### config.mk
export PLATFORM = sky130hd
export DESIGN_NAME = fgl_regs
export DESIGN_NICKNAME = d
export VERILOG_FILES = /design/src/rtl/fgl_pkg.sv /design/src/rtl/fgl_regs.sv
export VERILOG_INCLUDE_DIRS = /design/src /design/src/rtl
export SDC_FILE = /design/constraint.sdc
export NUM_CORES = 1
export LEC_CHECK = 0
export ABC_AREA = 1
export BUFFER_PORTS_ARGS = -buffer_cell sky130_fd_sc_hd__buf_2
export CAP_MARGIN = 25
export CORE_MARGIN = 4
export CORE_UTILIZATION = 45
export CTS_BUF_LIST = sky130_fd_sc_hd__clkbuf_16
export DETAILED_ROUTE_END_ITERATION = 10
export GPL_ROUTABILITY_DRIVEN = 0
export MAX_ROUTING_LAYER = met4
export PLACE_DENSITY = 0.75
export SLEW_MARGIN = 30
export SYNTH_ARGS = -nofsm -noshare
export SYNTH_HDL_FRONTEND = slang
export SYNTH_SLANG_ARGS = --single-unit
### constraint.sdc
create_clock -name SYS_CLK_IN -period 4.8 [get_ports SYS_CLK_IN]
set_input_delay 1.2 -clock SYS_CLK_IN [delete_from_list [all_inputs] [get_ports SYS_CLK_IN]]
set_output_delay 1.2 -clock SYS_CLK_IN [all_outputs]
set_load 0.005 [all_outputs]
### src/rtl/fgl_cfg.svh
`ifndef FGL_CFG_SVH
`define FGL_CFG_SVH

`define FGL_PTR_W        15
`define FGL_CNT_W        7
`define FGL_LVL_W        3
`define FGL_ADR_W        14
`define FGL_ADR_HI       13
`define FGL_ADR_LO       2
`define FGL_IDX_W        12

`define FGL_IDX_HEAD_LO  12'hec1
`define FGL_IDX_HEAD_HI  12'hec2
`define FGL_IDX_TAIL_LO  12'hec3
`define FGL_IDX_TAIL_HI  12'hec4
`define FGL_IDX_NUM_LO   12'hec5
`define FGL_IDX_NUM_HI   12'hec6
`define FGL_IDX_POP      12'hec7
`define FGL_IDX_INFO0    12'hec8
`define FGL_IDX_INFO1    12'hec9
`define FGL_IDX_INFO2    12'heca
`define FGL_IDX_INFO3    12'hecb
`define FGL_IDX_INFO4    12'hecc
`define FGL_IDX_INFO5    12'hecd

`define FGL_STB_BIT      7
`define FGL_POP_BIT      0
`define FGL_BYTE_SEL     0
`define FGL_LVL_LSB      5
`define FGL_QM_BIT       4
`define FGL_MC_BIT       5
`define FGL_LVL_EMPTY    3'h0
`define FGL_ZERO_BYTE    8'h00
`define FGL_ZERO_PTR     15'h0000
`define FGL_ZERO_CNT     7'h00
`define FGL_RD_PAD       24'h000000

`endif

### src/rtl/fgl_pkg.sv
`include "fgl_cfg.svh"

package fgl_pkg;

    // one release fifo entry as the buffer manager presents it
    typedef struct packed {
        logic [`FGL_PTR_W-1:0] head;
        logic [`FGL_PTR_W-1:0] tail;
        logic [`FGL_CNT_W-1:0] cnt;
        logic                  mcast;
        logic [3:0]            src;
        logic [1:0]            cls;
        logic                  qm;
    } fgl_rls_t;

    typedef struct packed {
        logic                  ack;
        logic [7:0]            rdat;
        logic [7:0]            head_lo;
        logic [7:0]            head_hi;
        logic [7:0]            tail_lo;
        logic [7:0]            tail_hi;
        logic [7:0]            num_lo;
        logic [7:0]            num_hi;
        logic                  pop_bit;
        fgl_rls_t              info;
        logic [`FGL_PTR_W-1:0] head;
        logic [`FGL_PTR_W-1:0] tail;
        logic [`FGL_PTR_W-1:0] num;
        logic                  head_ld;
        logic                  tail_ld;
        logic                  num_ld;
        logic                  build;
        logic                  pop;
    } fgl_state_t;

endpackage

### src/rtl/fgl_regs.sv
// Chosen here: the Wishbone register port.
`timescale 1ns/1ps
`default_nettype none
`include "fgl_cfg.svh"

module fgl_regs
    import fgl_pkg::*;
(
    input  wire logic                  SYS_CLK_IN,
    input  wire logic                  SRST_IN,
    input  wire logic                  WB_CYC_IN,
    input  wire logic                  WB_STB_IN,
    input  wire logic                  WB_WE_IN,
    input  wire logic [`FGL_ADR_W-1:0] WB_ADR_IN,
    input  wire logic [3:0]            WB_SEL_IN,
    input  wire logic [31:0]           WB_DAT_IN,
    output logic      [31:0]           WB_DAT_OUT,
    output logic                       WB_ACK_OUT,
    input  wire fgl_rls_t              RLS_ENTRY_IN,
    input  wire logic [`FGL_LVL_W-1:0] RLS_LEVEL_IN,
    output logic                       RLS_POP_OUT,
    output logic      [`FGL_PTR_W-1:0] FREE_HEAD_OUT,
    output logic      [`FGL_PTR_W-1:0] FREE_TAIL_OUT,
    output logic      [`FGL_PTR_W-1:0] FREE_NUM_OUT,
    output logic                       HEAD_LOAD_OUT,
    output logic                       TAIL_LOAD_OUT,
    output logic                       NUM_LOAD_OUT,
    output logic                       BUILD_CHAIN_OUT
);

////////////////////////////////////////////////////////////////////////////////

    fgl_state_t            s_r;
    fgl_state_t            s_nxt;
    logic [`FGL_IDX_W-1:0] idx;
    logic [7:0]            wdat;
    logic                  req;
    logic                  wr;

    function automatic logic fgl_rise(input logic [7:0] old_b,
                                      input logic [7:0] new_b);
        fgl_rise = !old_b[`FGL_STB_BIT] && new_b[`FGL_STB_BIT];
    endfunction

    function automatic logic [`FGL_PTR_W-1:0] fgl_join(input logic [7:0] hi,
                                                       input logic [7:0] lo);
        fgl_join = {hi[`FGL_STB_BIT-1:0], lo};
    endfunction

    assign idx  = WB_ADR_IN[`FGL_ADR_HI:`FGL_ADR_LO];
    assign wdat = WB_DAT_IN[7:0];
    assign req  = WB_CYC_IN && WB_STB_IN && !s_r.ack;
    // writes land on the edge where the master samples ack
    assign wr   = WB_CYC_IN && WB_STB_IN && WB_WE_IN && s_r.ack
                  && WB_SEL_IN[`FGL_BYTE_SEL];

////////////////////////////////////////////////////////////////////////////////

    always_comb
    begin
        s_nxt         = s_r;
        s_nxt.ack     = req;
        s_nxt.head_ld = 1'b0;
        s_nxt.tail_ld = 1'b0;
        s_nxt.num_ld  = 1'b0;
        s_nxt.build   = 1'b0;
        s_nxt.pop     = 1'b0;

        // read data is taken when ack rises; unmapped reads give zero
        if (req)
        begin
            if (idx == `FGL_IDX_HEAD_LO)
                s_nxt.rdat = s_r.head_lo;
            else if (idx == `FGL_IDX_HEAD_HI)
                s_nxt.rdat = s_r.head_hi;
            else if (idx == `FGL_IDX_TAIL_LO)
                s_nxt.rdat = s_r.tail_lo;
            else if (idx == `FGL_IDX_TAIL_HI)
                s_nxt.rdat = s_r.tail_hi;
            else if (idx == `FGL_IDX_NUM_LO)
                s_nxt.rdat = s_r.num_lo;
            else if (idx == `FGL_IDX_NUM_HI)
                s_nxt.rdat = s_r.num_hi;
            else if (idx == `FGL_IDX_POP)
                s_nxt.rdat = {7'h00, s_r.pop_bit};
            else if (idx == `FGL_IDX_INFO0)
                s_nxt.rdat = s_r.info.head[7:0];
            else if (idx == `FGL_IDX_INFO1)
                s_nxt.rdat = {s_r.info.tail[0], s_r.info.head[14:8]};
            else if (idx == `FGL_IDX_INFO2)
                s_nxt.rdat = s_r.info.tail[8:1];
            else if (idx == `FGL_IDX_INFO3)
                s_nxt.rdat = {s_r.info.cnt[1:0], s_r.info.tail[14:9]};
            else if (idx == `FGL_IDX_INFO4)
                s_nxt.rdat = {s_r.info.src[1:0], s_r.info.mcast,
                              s_r.info.cnt[6:2]};
            else if (idx == `FGL_IDX_INFO5)
                // level is live so software can poll for new entries
                s_nxt.rdat = {RLS_LEVEL_IN, s_r.info.qm, s_r.info.cls,
                              s_r.info.src[3:2]};
            else
                s_nxt.rdat = `FGL_ZERO_BYTE;
        end

        if (wr)
        begin
            if (idx == `FGL_IDX_HEAD_LO)
                s_nxt.head_lo = wdat;
            else if (idx == `FGL_IDX_HEAD_HI)
            begin
                s_nxt.head_hi = wdat;
                if (fgl_rise(s_r.head_hi, wdat))
                begin
                    s_nxt.head    = fgl_join(wdat, s_r.head_lo);
                    s_nxt.head_ld = 1'b1;
                end
            end
            else if (idx == `FGL_IDX_TAIL_LO)
                s_nxt.tail_lo = wdat;
            else if (idx == `FGL_IDX_TAIL_HI)
            begin
                s_nxt.tail_hi = wdat;
                if (fgl_rise(s_r.tail_hi, wdat))
                begin
                    s_nxt.tail    = fgl_join(wdat, s_r.tail_lo);
                    s_nxt.tail_ld = 1'b1;
                end
            end
            else if (idx == `FGL_IDX_NUM_LO)
                s_nxt.num_lo = wdat;
            else if (idx == `FGL_IDX_NUM_HI)
            begin
                s_nxt.num_hi = wdat;
                if (fgl_rise(s_r.num_hi, wdat))
                begin
                    s_nxt.num    = fgl_join(wdat, s_r.num_lo);
                    s_nxt.num_ld = 1'b1;
                    // committed head and tail both zero select chain build;
                    // the count must come last for either mode
                    s_nxt.build  = (s_r.head == `FGL_ZERO_PTR) &&
                                   (s_r.tail == `FGL_ZERO_PTR);
                end
            end
            else if (idx == `FGL_IDX_POP)
            begin
                s_nxt.pop_bit = wdat[`FGL_POP_BIT];
                // an empty fifo is never popped, the info bytes keep old data
                if (!s_r.pop_bit && wdat[`FGL_POP_BIT] &&
                    RLS_LEVEL_IN != `FGL_LVL_EMPTY)
                begin
                    s_nxt.pop  = 1'b1;
                    s_nxt.info = RLS_ENTRY_IN;
                end
            end
        end
    end

    always_ff @(posedge SYS_CLK_IN)
    begin
        if (SRST_IN)
            s_r <= '0;
        else
            s_r <= s_nxt;
    end

////////////////////////////////////////////////////////////////////////////////

    assign WB_DAT_OUT      = {`FGL_RD_PAD, s_r.rdat};
    assign WB_ACK_OUT      = s_r.ack;
    assign RLS_POP_OUT     = s_r.pop;
    assign FREE_HEAD_OUT   = s_r.head;
    assign FREE_TAIL_OUT   = s_r.tail;
    assign FREE_NUM_OUT    = s_r.num;
    assign HEAD_LOAD_OUT   = s_r.head_ld;
    assign TAIL_LOAD_OUT   = s_r.tail_ld;
    assign NUM_LOAD_OUT    = s_r.num_ld;
    assign BUILD_CHAIN_OUT = s_r.build;
endmodule // fgl_regs

`default_nettype wire

-- Yosys cells after proc, flatten, opt, wreduce, memory -nomap -nowiden
Index checks and enable logic that the tools add are counted.
- flip-flop bits (word level): 153
- input bits: 103
- word-level logic and storage cells: 98
- equal/unequal tests: 13
- multiplexer cells: 17
- bitwise logic cells: 9
- reduce and logical (&&, ||, !) cells: 35
- operators by type and width (kind ; count):
    $eq 12x12->1 const B ; 13
    $mux 8 ; 13
    $logic_not 15->1 ; 2
    $reduce_or 9->1 ; 2
    $reduce_and 8->1 ; 2
    $reduce_and 6->1 ; 2
    $logic_and 1x1->1 ; 11
    $not 1->1 ; 9
    $reduce_and 9->1 ; 1
    $reduce_and 4->1 ; 2
    $reduce_or 8->1 ; 1
    $reduce_and 7->1 ; 1
    $reduce_or 6->1 ; 1
    $logic_not 1->1 ; 5
    $reduce_and 5->1 ; 1
    $reduce_or 4->1 ; 1
    $mux 1 ; 3
    $reduce_and 3->1 ; 1
    $reduce_bool 3->1 ; 1
    $mux 2 ; 1
    $reduce_and 2->1 ; 1

-- Longest topological paths before layout
- word-level depth: 14
- depth in mapped cells: 17
- mapped depth without buffers: 16

-- Worst setup path before layout
Ideal clock, no wire load.
- kind: in2reg
- start point: in WB_ADR_IN[7]
- end point: reg s_r (netlist bit FREE_NUM_OUT[10])
- setup time: 0.123 ns
- arrival: 2.483 ns
- slack: 2.194 ns
- cell stages on the path: 13
- path buffers: 1
- cells stage by stage: nor2_4 > nand3_4 > nor3_4 > inv_4 > nand2_4 > nor2_4 > nand2_4 > inv_2 > nand2_4 > nor2_4 > buf_4 > o21ai_1 > a21oi_1
- word-level cells in the longest chain between the ends: 3
- ends and longest elaborated chain (element ; line ; text):
    from (decl) ; fgl_regs.sv:14 ; input wire logic [`FGL_ADR_W-1:0] WB_ADR_IN,
    $eq 12x12->1 (no source line) ; -- ;
    $not 1->1 (no source line) ; -- ;
    $reduce_and 8->1 (no source line) (*) ; -- ;
    to (signal assigned) ; fgl_regs.sv:163 ; s_r <= s_nxt;
    to (decl) ; fgl_regs.sv:33 ; fgl_state_t s_r;
Mark *: on every way between the ends. The rest lies on a longest branch, timed or not.
A chain may end at the register's enable or synchronous reset.

-- Final worst setup path
- start point: in WB_ADR_IN[10]
- end point: reg s_r[87] (netlist name)
- word-level cells in the longest chain between the ends: 3
- ends and longest elaborated chain (element):
    $eq 12x12->1 (no source line)
    $not 1->1 (no source line)
    $reduce_and 9->1 (no source line) (*)
Marked as above.

==> results.cfg <==
[sta]
period_needed_ns = 3.48
setup_viol = 0
finalHoldViolCount = 0
rsz0062_at_grt = no
max_slew.worst_pin.slew_ns = 0.858
max_slew_margin_pct = 42.7
setup_slack_ns = 1.32
fmax_mhz = 288
fin_tns_setup_ns = 0
drv_slew = 0
worst_hold_slack_ns = 0.445
skew_ns = 0.00676
layout_worst_path_cycle_share_pct = 72.4

[synthesis]
ys_async_sr_fraction_pct = 0
synth_top_cell_area_share_pct = 42.9
syn_avg_cell_area_um2 = 7.55
yosys_warnings = 0
synth_area_leaders = dfxtp_1, a21oi_1, buf_4
synthFlopType = dfxtp_1
netlist_area_um2 = 7140
synth-seq-cells = 153
synth_cell_types = 40
synth_edf_count = 0
synth_area_leader_cell = dfxtp_1
synthCells = 946
synth_seq_area_share_pct = 42.9

[setup_path]
crit_cells = 11
critPathTopFamily = buffers and inverters
max_stage_delay_ns = 0.60
cp_max_fo = 71
crit_chain = buf_2 -> nor2_2 -> nand2_2 -> nor2_2 -> nand2_1 -> or2_1 -> nor2_1 -> clkinv_2 -> buf_4 -> o21ai_0 -> a21oi_1
worstPathArrival_ns = 3.76
start_kind = input pin
setup.worst_path.class = in -> reg
reg2regPathDepth = 7
cp_num_buf_inv = 3
critPathRequiredTime_ns = 5.08
crit_slowest_cell = clkinv_2
setup.worst_path.end_class = flip-flop
crit_top_cell = nor2_2

[grt]
overflow = 0
grt_pass1_vias = 5732
grt_use_total_pct = 21.2
grt_first_pass_wirelength_um = 29300
grt_max_degree = 72
antenna_found_initial = 0

[die]
coreArea_um2 = 15400
die_h_um = 134
ios = 186
rows = 45
fp.dieW_um = 134
start_util_pct = 46.5
die_area_um2 = 17900

[placement]
dp_hpwl_um = 13400
port_buffers = 132
dp_cells = 1198
dp_slack_ns = 1.27
placed_area_um2 = 7430

[routing]
route.detailed.drc = 0
wl_um = 18600
drtIter0Drc = 557
wl_per_cell_um = 15.2
vias_per_cell = 5.06
postRouteAntennaNets = 0
dr.pass1.iters = 5
vias = 6211

[clock_tree]
clockBufferDepth = 2
cts_hold_buf = 0
post_cts_resized = 0
cts_buffers = 17
cts_root_buf = clkbuf_16
cts.clk_slew.worst_paths_ns = 0.06
clock-sinks = 153
clock_latency_ns = 0.42
htreeDepth = 4
cts_tree = done
cts_setup_buffers = 0

[cells_and_area]
stdcell_count = 1227
nets = 1109
utilization_pct = 52.1
drive_gt1_share_pct = 21.6
final_area_um2 = 8010
fillerInstances = 1523
final_cell_mix = dfxtp_1, a21oi_1, buf_2
syn_to_final_growth_pct = 12.2
final_common_cell = dfxtp_1
n_antenna_cell = 0

[hold_path]
whs_path_depth = 2
hold_path.class = reg -> reg

[flow_run]
drv_cap = 0

[pwr]
p_per_area_nw_per_um2 = 341
power_mw = 2.74
leakage_nw = 3.42
irDropWorstVdd_uv = 251

[run_status]
status = finished clean
cells in the mapped netlist, drive strengths merged, types with 3 or more instances:
master / number
dfxtp: 153
a21oi: 150
o21ai: 140
inv: 127
nand2: 110
buf: 95
nor2: 57
nand3: 29
clkbuf: 27
a211oi: 12
nand4: 7
a221oi: 6
nor3: 6
nor4: 6
or2: 5
a31oi: 3
o211ai: 3
worst paths after layout:
| kind | startpoint | endpoint | slack [ns] |
|---|---|---|---|
| worst max-delay path | WB_ADR_IN[10] | s_r[87] | 1.32 |
| worst min-delay path | s_r[68] | s_r[68] | 0.45 |
| worst max register to register | WB_ACK_OUT | s_r[87] | 2.19 |
| worst min register to register | s_r[68] | s_r[68] | 0.45 |
cells by family after synthesis:
family / synth area share (%)
AOI/OAI and AO/OA: 23.7
buffers and inverters: 17.8
and+or+nand+nor: 15.6
DFF: 42.9
other: 0.0525
report_power, final:
group / total [mW] / internal, mW / leakage [nW] / switching, mW
Combinational: 0.110 / 0.0361 / 1.91 / 0.0741
Sequential: 1.27 / 1.27 / 1.23 / 0.000622
Clock: 1.35 / 0.850 / 0.284 / 0.503
per-layer routing:
metal | part of all wire (%) | GRT usage [%] | vias to the layer above
met5 | 0 | - | -
met4 | 2.4 | 8.23 | 0
li1 | - | - | 3148
met3 | 7.2 | 4.73 | 36
met1 | 46 | 29.0 | 2790
met2 | 44 | 30.5 | 237
flip-flops by register name, indices dropped and copies added, names as in the netlist:
register         cells
s_r                 94
FREE_HEAD_OUT       15
FREE_NUM_OUT        15
FREE_TAIL_OUT       15
WB_DAT_OUT           8
BUILD_CHAIN_OUT      1
HEAD_LOAD_OUT        1
NUM_LOAD_OUT         1
RLS_POP_OUT          1
TAIL_LOAD_OUT        1
WB_ACK_OUT           1
worst min-delay path, cell delays in order (launching register included):
cell and delay, ns:
dfxtp_1 0.31, inv_1 0.05, a21oi_1 0.05
area by class of cell:
type	instances	area, µm²	area share (%)
Inverter	127	483	6.03
Timing Repair Buffer	140	721	8.99
Clock buffer	17	425	5.31
Multi-Input combinational cell	567	2900	36.1
Tap cell	211	264	3.29
Sequential cell	153	3060	38.2
Clock inverter	12	160	2.00
No activity file was read; power rests on OpenSTA's default activity.
